### config.mk
export PLATFORM = sky130hd
export DESIGN_NAME = display_hw_reset_sequencer
export DESIGN_NICKNAME = d
export VERILOG_FILES = /design/src/core/display_hw_reset_sequencer.v
export VERILOG_INCLUDE_DIRS = /design/src /design/src/core
export SDC_FILE = /design/constraint.sdc
export NUM_CORES = 1
export LEC_CHECK = 0
export ABC_CLOCK_PERIOD_IN_PS = 2400
export BUFFER_PORTS_ARGS = -buffer_cell sky130_fd_sc_hd__buf_2
export CORE_MARGIN = 4
export CORE_UTILIZATION = 40
export CTS_BUF_LIST = sky130_fd_sc_hd__clkbuf_16
export CTS_CLUSTER_SIZE = 12
export DETAILED_ROUTE_END_ITERATION = 10
export HOLD_SLACK_MARGIN = 0.12
export MAX_ROUTING_LAYER = met4
export SYNTH_ARGS = -nofsm -noshare
export SYNTH_HDL_FRONTEND = slang
export SYNTH_HIERARCHICAL = 1
export SYNTH_SLANG_ARGS = --single-unit
### constraint.sdc
create_clock -name clk -period 2.4 [get_ports clk]
set_input_delay 0.12 -clock clk [delete_from_list [all_inputs] [get_ports clk]]
set_output_delay 0.12 -clock clk [all_outputs]
set_load 0.02 [all_outputs]
### src/core/reset_seq_defines.vh
// Timing constants for the display hardware reset sequencer.
// Assumes a 250 MHz core clock; times are given in their own units.
`ifndef RESET_SEQ_DEFINES_VH
`define RESET_SEQ_DEFINES_VH

`define CLK_MHZ 250
`define REJECT_US 5
`define FULL_US 9
`define LOAD_MS 5
`define BLANK_MS 120
`define CMD_WAIT_MS 5
`define WAKE_WAIT_MS 120
// Reset taken once low for FULL_CYC cycles; below REJECT always rejected
`define REJECT_CYC (`REJECT_US * `CLK_MHZ)
`define FULL_CYC (`FULL_US * `CLK_MHZ)
`define MS_CYC (1000 * `CLK_MHZ)
`define LOAD_WORDS 8'h04
// Memory addresses of the stored settings
`define ADDR_ID0 8'h00
`define ADDR_ID1 8'h01
`define ADDR_ID2 8'h02
`define ADDR_CEL 8'h03

`endif

### src/core/display_hw_reset_sequencer.v
// Hardware reset sequencer of a display controller: glitch filter, blanking,
// settings reload from non-volatile memory and post-release command gating.
// Assumes reset_in_n is an asynchronous pin and nvm answers one word per strobe.
`timescale 1ns/1ps
`default_nettype none
`include "reset_seq_defines.vh"

module display_hw_reset_sequencer #(
    parameter [27:0] LOAD_CYC = `LOAD_MS * `MS_CYC,
    parameter [27:0] BLANK_CYC = `BLANK_MS * `MS_CYC,
    parameter [27:0] CMD_CYC = `CMD_WAIT_MS * `MS_CYC,
    parameter [27:0] WAKE_CYC = `WAKE_WAIT_MS * `MS_CYC
) (
    // Clock and core reset
    input wire clk,
    input wire rst_n,
    // Reset pin from host
    input wire reset_in_n,
    // Panel sleep state from command logic
    input wire sleeping,
    // Non-volatile memory read port
    output reg nvm_rd,
    output reg [7:0] nvm_addr,
    input wire [7:0] nvm_data,
    // Loaded settings
    output reg [7:0] id_byte0,
    output reg [7:0] id_byte1,
    output reg [7:0] id_byte2,
    output reg [7:0] common_electrode_level,
    // Status
    output reg in_reset,
    output reg blank,
    output reg regs_default,
    output reg cmd_ready,
    output reg wake_ready
);

localparam [2:0] S_RUN = 3'h0;
localparam [2:0] S_HELD = 3'h1;
localparam [2:0] S_LOAD = 3'h2;
localparam [2:0] S_WAIT = 3'h3;

reg pin_meta;
reg pin_sync;
wire [11:0] low_cnt;
wire [11:0] high_cnt;
wire low_clear;
reg [2:0] state;
reg was_awake;
reg [27:0] since_rel;
reg [7:0] word_idx;
reg load_done;
reg cap_pending;
reg [7:0] cap_addr;

always @(posedge clk) begin
    if (!rst_n) begin
        pin_meta <= 1'b1;
        pin_sync <= 1'b1;
    end else begin
        pin_meta <= reset_in_n;
        pin_sync <= pin_meta;
    end
end

// Low-time counter; while held, spikes high shorter than REJECT do not clear it
assign low_clear = pin_sync && (state != S_HELD || high_cnt >= `REJECT_CYC);

run_counter #(
    .WIDTH(12)
) u_low (
    .clk(clk),
    .rst_n(rst_n),
    .clear(low_clear),
    .count(!pin_sync),
    .value(low_cnt)
);

// High-time counter restarts on every low sample
run_counter #(
    .WIDTH(12)
) u_high (
    .clk(clk),
    .rst_n(rst_n),
    .clear(!pin_sync),
    .count(pin_sync),
    .value(high_cnt)
);

// Take reset only once low for the full time; middle band is never taken
wire take = (low_cnt >= `FULL_CYC);
// Release only after high long enough to be no spike
wire release_pin = pin_sync && (high_cnt >= `REJECT_CYC);

always @(posedge clk) begin
    if (!rst_n) begin
        state <= S_RUN;
        was_awake <= 1'b0;
        since_rel <= 28'h0;
        word_idx <= 8'h00;
        load_done <= 1'b0;
        nvm_rd <= 1'b0;
        nvm_addr <= 8'h00;
        in_reset <= 1'b0;
        blank <= 1'b0;
        regs_default <= 1'b0;
        cmd_ready <= 1'b1;
        wake_ready <= 1'b1;
    end else begin
        nvm_rd <= 1'b0;
        if (take && state != S_HELD) begin
            state <= S_HELD;
            was_awake <= !sleeping;
            in_reset <= 1'b1;
            blank <= 1'b1;
            regs_default <= 1'b1;
            cmd_ready <= 1'b0;
            wake_ready <= 1'b0;
        end else begin
            case (state)
                S_RUN: begin
                end
                S_HELD: begin
                    if (release_pin) begin
                        state <= S_LOAD;
                        since_rel <= 28'h0;
                        word_idx <= 8'h00;
                        load_done <= 1'b0;
                        in_reset <= 1'b0;
                    end
                end
                S_LOAD: begin
                    since_rel <= since_rel + 28'h1;
                    // Strobes run back to back; reload starts at once
                    if (word_idx != `LOAD_WORDS) begin
                        nvm_rd <= 1'b1;
                        nvm_addr <= word_idx;
                        word_idx <= word_idx + 8'h01;
                    end else if (!nvm_rd && !cap_pending) begin
                        // Done only once the last strobe has drained
                        load_done <= 1'b1;
                        regs_default <= 1'b0;
                        state <= S_WAIT;
                    end
                    // A memory that stops answering must not stall recovery
                    if (since_rel + 28'h1 >= LOAD_CYC) begin
                        regs_default <= 1'b0;
                        state <= S_WAIT;
                    end
                end
                S_WAIT: begin
                    if (since_rel != 28'hfffffff)
                        since_rel <= since_rel + 28'h1;
                    if (since_rel + 28'h1 >= CMD_CYC)
                        cmd_ready <= 1'b1;
                    // Asleep panel stays blank; awake one blanks up to 120 ms
                    if (was_awake && since_rel + 28'h1 >= BLANK_CYC)
                        blank <= 1'b0;
                    if (since_rel + 28'h1 >= WAKE_CYC) begin
                        wake_ready <= 1'b1;
                        state <= S_RUN;
                    end
                end
                default: state <= S_RUN;
            endcase
        end
    end
end

// Data stands the cycle after the strobe, so capture trails it by one flop
always @(posedge clk) begin
    if (!rst_n) begin
        cap_pending <= 1'b0;
        cap_addr <= 8'h00;
        id_byte0 <= 8'h00;
        id_byte1 <= 8'h00;
        id_byte2 <= 8'h00;
        common_electrode_level <= 8'h00;
    end else begin
        cap_pending <= nvm_rd;
        cap_addr <= nvm_addr;
        if (cap_pending) begin
            case (cap_addr)
                `ADDR_ID0: id_byte0 <= nvm_data;
                `ADDR_ID1: id_byte1 <= nvm_data;
                `ADDR_ID2: id_byte2 <= nvm_data;
                `ADDR_CEL: common_electrode_level <= nvm_data;
                default: begin
                end
            endcase
        end
    end
end

endmodule // display_hw_reset_sequencer

// Saturating run-length counter, one per pin level
module run_counter #(
    parameter WIDTH = 12
) (
    // Clock and core reset
    input wire clk,
    input wire rst_n,
    // Control
    input wire clear,
    input wire count,
    // Count
    output reg [WIDTH-1:0] value
);

// Saturates so a long level never wraps into a short one
always @(posedge clk) begin
    if (!rst_n) begin
        value <= {WIDTH{1'b0}};
    end else if (clear) begin
        value <= {WIDTH{1'b0}};
    end else if (count && value != {WIDTH{1'b1}}) begin
        value <= value + {{(WIDTH-1){1'b0}}, 1'b1};
    end
end

endmodule // run_counter
`default_nettype wire

==> flow_summary_export.csv, run 1 <==
group,metric,value,unit
status,outcome,"finished, violations left",
status,violations,"negative setup slack",
setup_path,critical_path_required,2700,ps
worst_hold_path,worstHoldPathType,"primary input to flop",
clock_network,clkSlewWorstSetupHoldPaths,60,ps
global_route,grt_pass1_wl,26800,um
floorplan,boundaryPins,58,
setup_path,slowest_stage,"nor4_4",
setup_path,critPathArrivalTime,2710,ps
clock_network,clock-sinks,120,
final_layout,drive_gt1_share,30.4,%
sta,tightest_slew,822,ps
setup_path,crit_fanout,6,
setup_path,critPathKind,"flop to flop",
worst_hold_path,min_to,"pin_sync",
place,dp_worst_setup_slack,-180,ps
sta,finalCriticalPeriod,2410,ps
global_route,grt.overflow.total,0,
synthesis,yosysWarnings,6,
routing,vias,5700,
routing,wl,15800,um
synthesis,synth.area.mux_share,0.659,%
worst_hold_path,hp-start,"rst_n",
setup_path,worstSetupStartpoint,"since_rel[12]",
routing,first_pass_iters,5,
final_layout,fillCellCount,1322,
setup_path,endpoint_kind,"flop",
synthesis,yosys.area_share.simple,29.7,%
setup_path,max_stage_delay,400,ps
pwr,power,5310,uW
global_route,antenna_found_initial,0,
sta,rsz0062_at_grt,"true",
pwr,clockPowerShare,52.4,%
global_route,grt_pass1_vias,5505,
pwr,p_comb_share,9.1,%
routing,detail-route-antenna-nets,0,
routing,initialDrtViolationCount,339,
worst_hold_path,holdPathStages,2,
global_route,grt_max_degree,42,
synthesis,synth_top_family_by_area,"simple AND/OR/NAND/NOR gates",
pwr,p_leak,0.00329,uW
synthesis,synthXorXnorAreaFrac,6.63,%
synthesis,yosysUniqueCellTypes,79,
setup_path,cpLargestDelayFamily,"compound AO/OA/AOI/OAI gates",
sta,maxSlewHeadroom,44.7,%
synthesis,syn_inst,716,
floorplan,fp.dieH,131,um
synthesis,synth_nets,737,
floorplan,dieWidth,131,um
synthesis,synth_seq_cells,120,
sta,fin_skew,7.09,ps
sta,fmax,415,MHz
setup_path,path_common_cell,"a311oi_2",
place,io_buffers,57,
synthesis,async_reset_ff_share,0,%
synthesis,synth_top_area_share,39.5,%
sta,setup_viol,1,
clock_network,cts_root_buf,"clkbuf_16",
setup_path,reg2reg_slack,-8,ps
synthesis,postSynthAreaPerCell,8.49,um^2
synthesis,synthAdderAreaFrac,1.85,%
setup_path,cp_num_buf_inv,1,
synthesis,synth_area_leaders,"dfxtp_1 40%, nand2_1 6.8%, xor2_1 4.6%",
setup_path,startpoint_type,"flop",
floorplan,dieArea,17200,um^2
setup_path,path_cells,"nand3_4, nor4_4, buf_4, a41o_1, a311oi_2, a311oi_2, o21ai_1, a31oi_2, mux2i_1, nor3b_2",
synthesis,synth_compound_area_share,17.6,%
synthesis,synth_top_cell_by_area,"dfxtp_1",
setup_path,reg2regPathDepth,10,
setup_path,r2r-end,"state[1]",
pwr,share_seq_of_total_power,38.5,%
pwr,sw_frac_of_total,23.1,%
pwr,ir_worst_vdd,0.500,mV
sta,maxSlewViolCount,0,
routing,vias_per_cell,5.39,
synthesis,synth-edff-count,0,
sta,finalCritPeriodShare,100,%
global_route,grt_usage,18.9,%
synthesis,synthTopCellsByCount,"120 x dfxtp_1, 110 x nand2_1, 73 x nor2_1",
pwr,p_int,4090,uW
synthesis,synth-seq-area-share,39.5,%
pwr,power_density,646,nW/um^2
setup_path,r2r-start,"since_rel[12]",
clock_network,cts_tree,"built",
final_layout,syn_to_final_growth,35.4,%
floorplan,rows,44,
final_layout,diodes,0,
clock_network,ctsHtreeMaxLevel,4,
place,gp_congestion,0.928,
place,hpwl,11400,um
clock_network,clkLatencyLatePin,410,ps
routing,drc_errors,0,
sta,worst_slack,-7.73,ps
floorplan,initial_core_util,41.3,%
final_layout,nNetsFinal,883,
sta,fin_setup_tns,-7.73,ps
synthesis,ys.flop_type,"dfxtp_1",
pwr,p_sw,1230,uW
synthesis,syn-cell-area,6080,um^2
floorplan,core,14700,um^2
synthesis,yosysMostFrequentCell,"dfxtp_1",
clock_network,numCtsBuffers,17,
clock_network,clk_path_buf_depth,2,
sta,hold_viol,0,
job,drv_cap,0,
routing,avgRoutedWirePerCell,14.9,um
## final cells by class
| type | instances | area (um^2) | area share (%) |
|---|---|---|---|
| inverter | 13 | 48.8 | 0.593 |
| timing repair buffer | 170 | 1210 | 14.7 |
| sequential | 120 | 2440 | 29.6 |
| clock inverter | 14 | 221 | 2.69 |
| clock buffer | 17 | 425 | 5.17 |
| tap | 184 | 230 | 2.80 |
| multi-input combinational | 540 | 3660 | 44.4 |
## cells in the final DEF, fill, tap and decap left out, types with 8 or more instances in the layout
| master | count |
|---|---|
| dlygate4sd3_1 | 10 |
| a31oi_1 | 12 |
| ha_1 | 8 |
| xor2_1 | 32 |
| nor2_1 | 72 |
| nand2_1 | 110 |
| dfxtp_1 | 107 |
| o21ai_0 | 18 |
| and2_1 | 11 |
| nor3_1 | 12 |
| inv_1 | 12 |
| nand4_1 | 21 |
| nand3_1 | 24 |
| xnor2_1 | 13 |
| clkbuf_16 | 17 |
| buf_2 | 57 |
| buf_4 | 94 |
| a21boi_0 | 32 |
| a21oi_1 | 15 |
## per-layer routing
layer	vias to the layer above	wire [um]	global-route usage, %
met2	128	7270	28.5
met3	24	643	4.05
li1	2860	-	-
met5	-	0	-
met1	2688	7550	25.0
met4	0	300	7.29
## sequential cells by signal, summed over array words and instances (netlist names)
name and flops:
cap_addr 8, wake_ready 1, word_idx 8, pin_sync 1
cmd_ready 1, regs_default 1, u_low/value 12, in_reset 1
nvm_addr 8, id_byte1 8, since_rel 28, u_high/value 12
was_awake 1, id_byte0 8, id_byte2 8, common_electrode_level 8
blank 1, state 2, pin_meta 1, nvm_rd 1
cap_pending 1
## power by group through the flow
stage	Sequential, uW	Combinational [uW]	Clock, uW
3_3_place_gp	2090	425	0
5_1_grt	2050	531	2930
4_1_cts	2050	451	2840
6_report	2050	481	2780
2_1_floorplan	2100	247	0
3_5_place_dp	2090	433	0
## what timing repair did
item	in CTS	in global routing
gates resized for setup	29	40
hold buffers	10	0
setup buffers	1	8
endpoints found under the setup margin	11	47
hold endpoints to repair	34	0
pin swaps	10	11
## cells by family after synthesis
kind of cell | Yosys count
AOI/OAI and AO/OA | 143
xor gates and xnor gates | 46
adders and majority gates | 9
buffers and inverters | 56
DFF | 120
muxes | 4
and+or+nand+nor | 338
## how the worst max path moves through the flow
stage	to	slack, ps	cells past startpoint
after global placement	cmd_ready	-90	11
final	state[1]	-8	10
after detailed placement	cmd_ready	-180	11
after CTS	state[1]	-10	10
after global routing	state[1]	-120	11
after floorplan	since_rel[17]	20	10
## metrics by stage
stage	std cells	hold slack [ps]	cell area, um^2	utilization, %
after floorplan	716	221	6110	-
after detailed placement	1008	312	7170	48.8
after CTS	1050	193	8010	54.5
after global routing	1058	270	8230	56.0
after global placement	1008	307	7170	48.8
final	1058	227	8230	56.0
No activity file was read; power rests on OpenSTA's default activity.
==> run 2: changes to the inputs <==
- ABC_AREA: not set -> 1
==> run 2 against run 1 <==
The flow now finishes without violations; sequential share of layout area is 1.3 points higher; cell count grew 21%; clock skew increased by 3.6 ps; area after synthesis is 5.8% higher; clock power fell by 5%; die area up 5.4%; critical path depth shrank 4; worst hold slack improved by 180 ps; via count is 7.1% higher; sequential power is 2% lower; non-clock buffer count decreased by 80; sequential cell count unchanged; critical endpoint is now id_byte1[0]; largest cell class unchanged; highest routed layer unchanged.
==> flow_summary_export.csv, run 2 <==
group,metric,value,unit
place,gp_congestion,0.900,
routing,wl,16000,um
synthesis,postSynthAreaPerCell,6.67,um^2
synthesis,yosys.area_share.simple,41.3,%
global_route,grt.overflow.total,0,
global_route,grt_pass1_wl,26900,um
global_route,grt_pass1_vias,5578,
sta,hold_ws,404,ps
synthesis,synth-seq-area-share,37.4,%
final_layout,regArea,2430,um^2
synthesis,ys.flop_type,"dfxtp_1",
sta,tightest_slew,556,ps
routing,first_pass_iters,7,
place,dp_worst_setup_slack,119,ps
final_layout,fillCellCount,1588,
sta,fmax,447,MHz
synthesis,synthXorXnorAreaFrac,0.818,%
final_layout,largest_register_ffs,28,
sta,fin_skew,10.7,ps
place,io_buffers,57,
setup_path,critPathArrivalTime,2570,ps
pwr,power_density,605,nW/um^2
clock_network,cts_tree,"built",
setup_path,critPathKind,"flop to flop",
final_layout,final_common_cell,"nand2_1",
routing,drc_errors,0,
clock_network,cts_root_buf,"clkbuf_16",
floorplan,dieWidth,135,um
clock_network,clkSlewWorstSetupHoldPaths,70,ps
synthesis,syn_inst,964,
floorplan,fp.dieH,135,um
sta,worst_slack,162,ps
final_layout,syn_to_final_growth,22.3,%
status,outcome,"finished, final reports clean",
routing,vias,6104,
synthesis,synth.area.mux_share,0,%
sta,setup_viol,0,
sta,hold_viol,0,
synthesis,synth-edff-count,0,
synthesis,syn-cell-area,6430,um^2
clock_network,ctsHtreeMaxLevel,4,
final_layout,layout.cells.most_common_list,"234 x nand2_1, 183 x nor2_1, 103 x inv_1, 103 x dfxtp_1, 57 x buf_2",
sta,fin_setup_tns,0,ps
global_route,grt_usage,18.8,%
routing,vias_per_cell,4.75,
worst_hold_path,worstHoldPathType,"flop to flop",
final_layout,top_register,"since_rel",
synthesis,synthAdderAreaFrac,1.75,%
synthesis,synth_top_family_by_area,"simple AND/OR/NAND/NOR gates",
global_route,grt_max_degree,36,
routing,avgRoutedWirePerCell,12.4,um
setup_path,reg2reg_slack,160,ps
synthesis,synthTopCellsByCount,"238 x nand2_1, 189 x nor2_1, 120 x dfxtp_1",
synthesis,yosysMostFrequentCell,"nand2_1",
pwr,ir_worst_vdd,0.480,mV
final_layout,nNetsFinal,1076,
synthesis,synth_top_cell_by_area,"dfxtp_1",
sta,finalCritPeriodShare,93.3,%
synthesis,synth_nets,985,
job,drv_cap,0,
synthesis,yosysUniqueCellTypes,39,
floorplan,dieArea,18200,um^2
routing,initialDrtViolationCount,327,
synthesis,yosysWarnings,6,
clock_network,numCtsBuffers,17,
synthesis,synth_compound_area_share,10.6,%
pwr,p_leak,0.00332,uW
floorplan,initial_core_util,40.6,%
sta,maxSlewHeadroom,62.8,%
global_route,antenna_found_initial,0,
synthesis,async_reset_ff_share,0,%
clock_network,clock-sinks,120,
place,hpwl,11600,um
floorplan,boundaryPins,58,
final_layout,diodes,0,
setup_path,endpoint_kind,"flop",
final_layout,reg.largest.list,"since_rel x28, u_high/value x12, u_low/value x12",
sta,finalCriticalPeriod,2240,ps
sta,rsz0062_at_grt,"true",
final_layout,drive_gt1_share,20.7,%
floorplan,core,15800,um^2
clock_network,clkLatencyLatePin,430,ps
synthesis,synth_area_leaders,"dfxtp_1 37%, nand2_1 14%, nor2_1 11%",
synthesis,synth_top_area_share,37.4,%
sta,maxSlewViolCount,0,
floorplan,rows,46,
clock_network,clk_path_buf_depth,2,
setup_path,crit_fanout,9,
final_layout,multi_input_area,3550,um^2
setup_path,startpoint_type,"flop",
setup_path,critical_path_required,2730,ps
synthesis,synth_seq_cells,120,
routing,detail-route-antenna-nets,0,
[run 2: changes by cell type after synthesis, moves of 23 or more]
cell and delta:
a211oi_1 +23, a21boi_0 -34, inv_1 +91, nand2_1 +128, nand2_2 +26, nor2_1 +116, xor2_1 -26
[run 2: kinds of logic after synthesis]
logic type,after synthesis
AO/OA/AOI/OAI,116
XOR/XNOR,6
adder cells (fa/ha/maj),9
buffers and inverters,130
AND/OR/NAND/NOR,583
flip-flops,120
[run 2: timing repair]
item	CTS	global route
buffers inserted	0	3
endpoints found under the hold margin	37	0
hold buffers	12	0
setup endpoints to repair	0	8
resized for setup	0	35
[run 2: layer usage]
layer	wire length, um	share of wire (%)	GRT usage [%]	vias to the layer above
met5	0	0	-	-
met4	256	1.6	6.39	0
met3	722	4.5	3.99	22
met2	7200	45	29.2	120
met1	7770	49	24.4	2693
li1	-	-	-	3269
[run 2: layout make-up]
class | instances | area share [%]
multi-input combinational | 714 | 45.2
tap | 216 | 3.44
sequential | 120 | 30.9
clock inverter | 15 | 2.29
timing repair buffer | 90 | 7.32
clock buffer | 17 | 5.41
inverter | 112 | 5.40
[run 2: metrics by stage]
stage	instance area [um^2]	total power (uW)	utilization, %	instances
5_1_grt	7860	4910	49.6	1284
3_5_place_dp	7030	2150	44.4	1237
2_1_floorplan	6430	2110	-	964
4_1_cts	7750	4810	49.0	1281
6_report	7860	4750	49.6	1284
3_3_place_gp	7030	2150	44.4	1237
[run 2: final timing paths]
| path | end | start | cells past startpoint |
|---|---|---|---|
| setup / recovery | id_byte1[0] | cap_addr[5] | 6 |
| hold / removal | pin_sync | pin_meta | 1 |
| setup reg to reg | id_byte1[0] | cap_addr[5] | 6 |
| hold reg to reg | pin_sync | pin_meta | 1 |
[run 2: power by group]
part / switching (uW) / internal [uW]
registers: 6.07 / 2000
logic: 68.6 / 46.9
clock network: 1060 / 1570
total: 1130 / 3620
[run 2: critical path: stages (launching register included)]
cell,delay [ps]
dfxtp_1,300
or4_1,540
nor3b_1,340
nand2_2,180
o21ai_0,190
dlygate4sd3_1,570
nor2_1,40
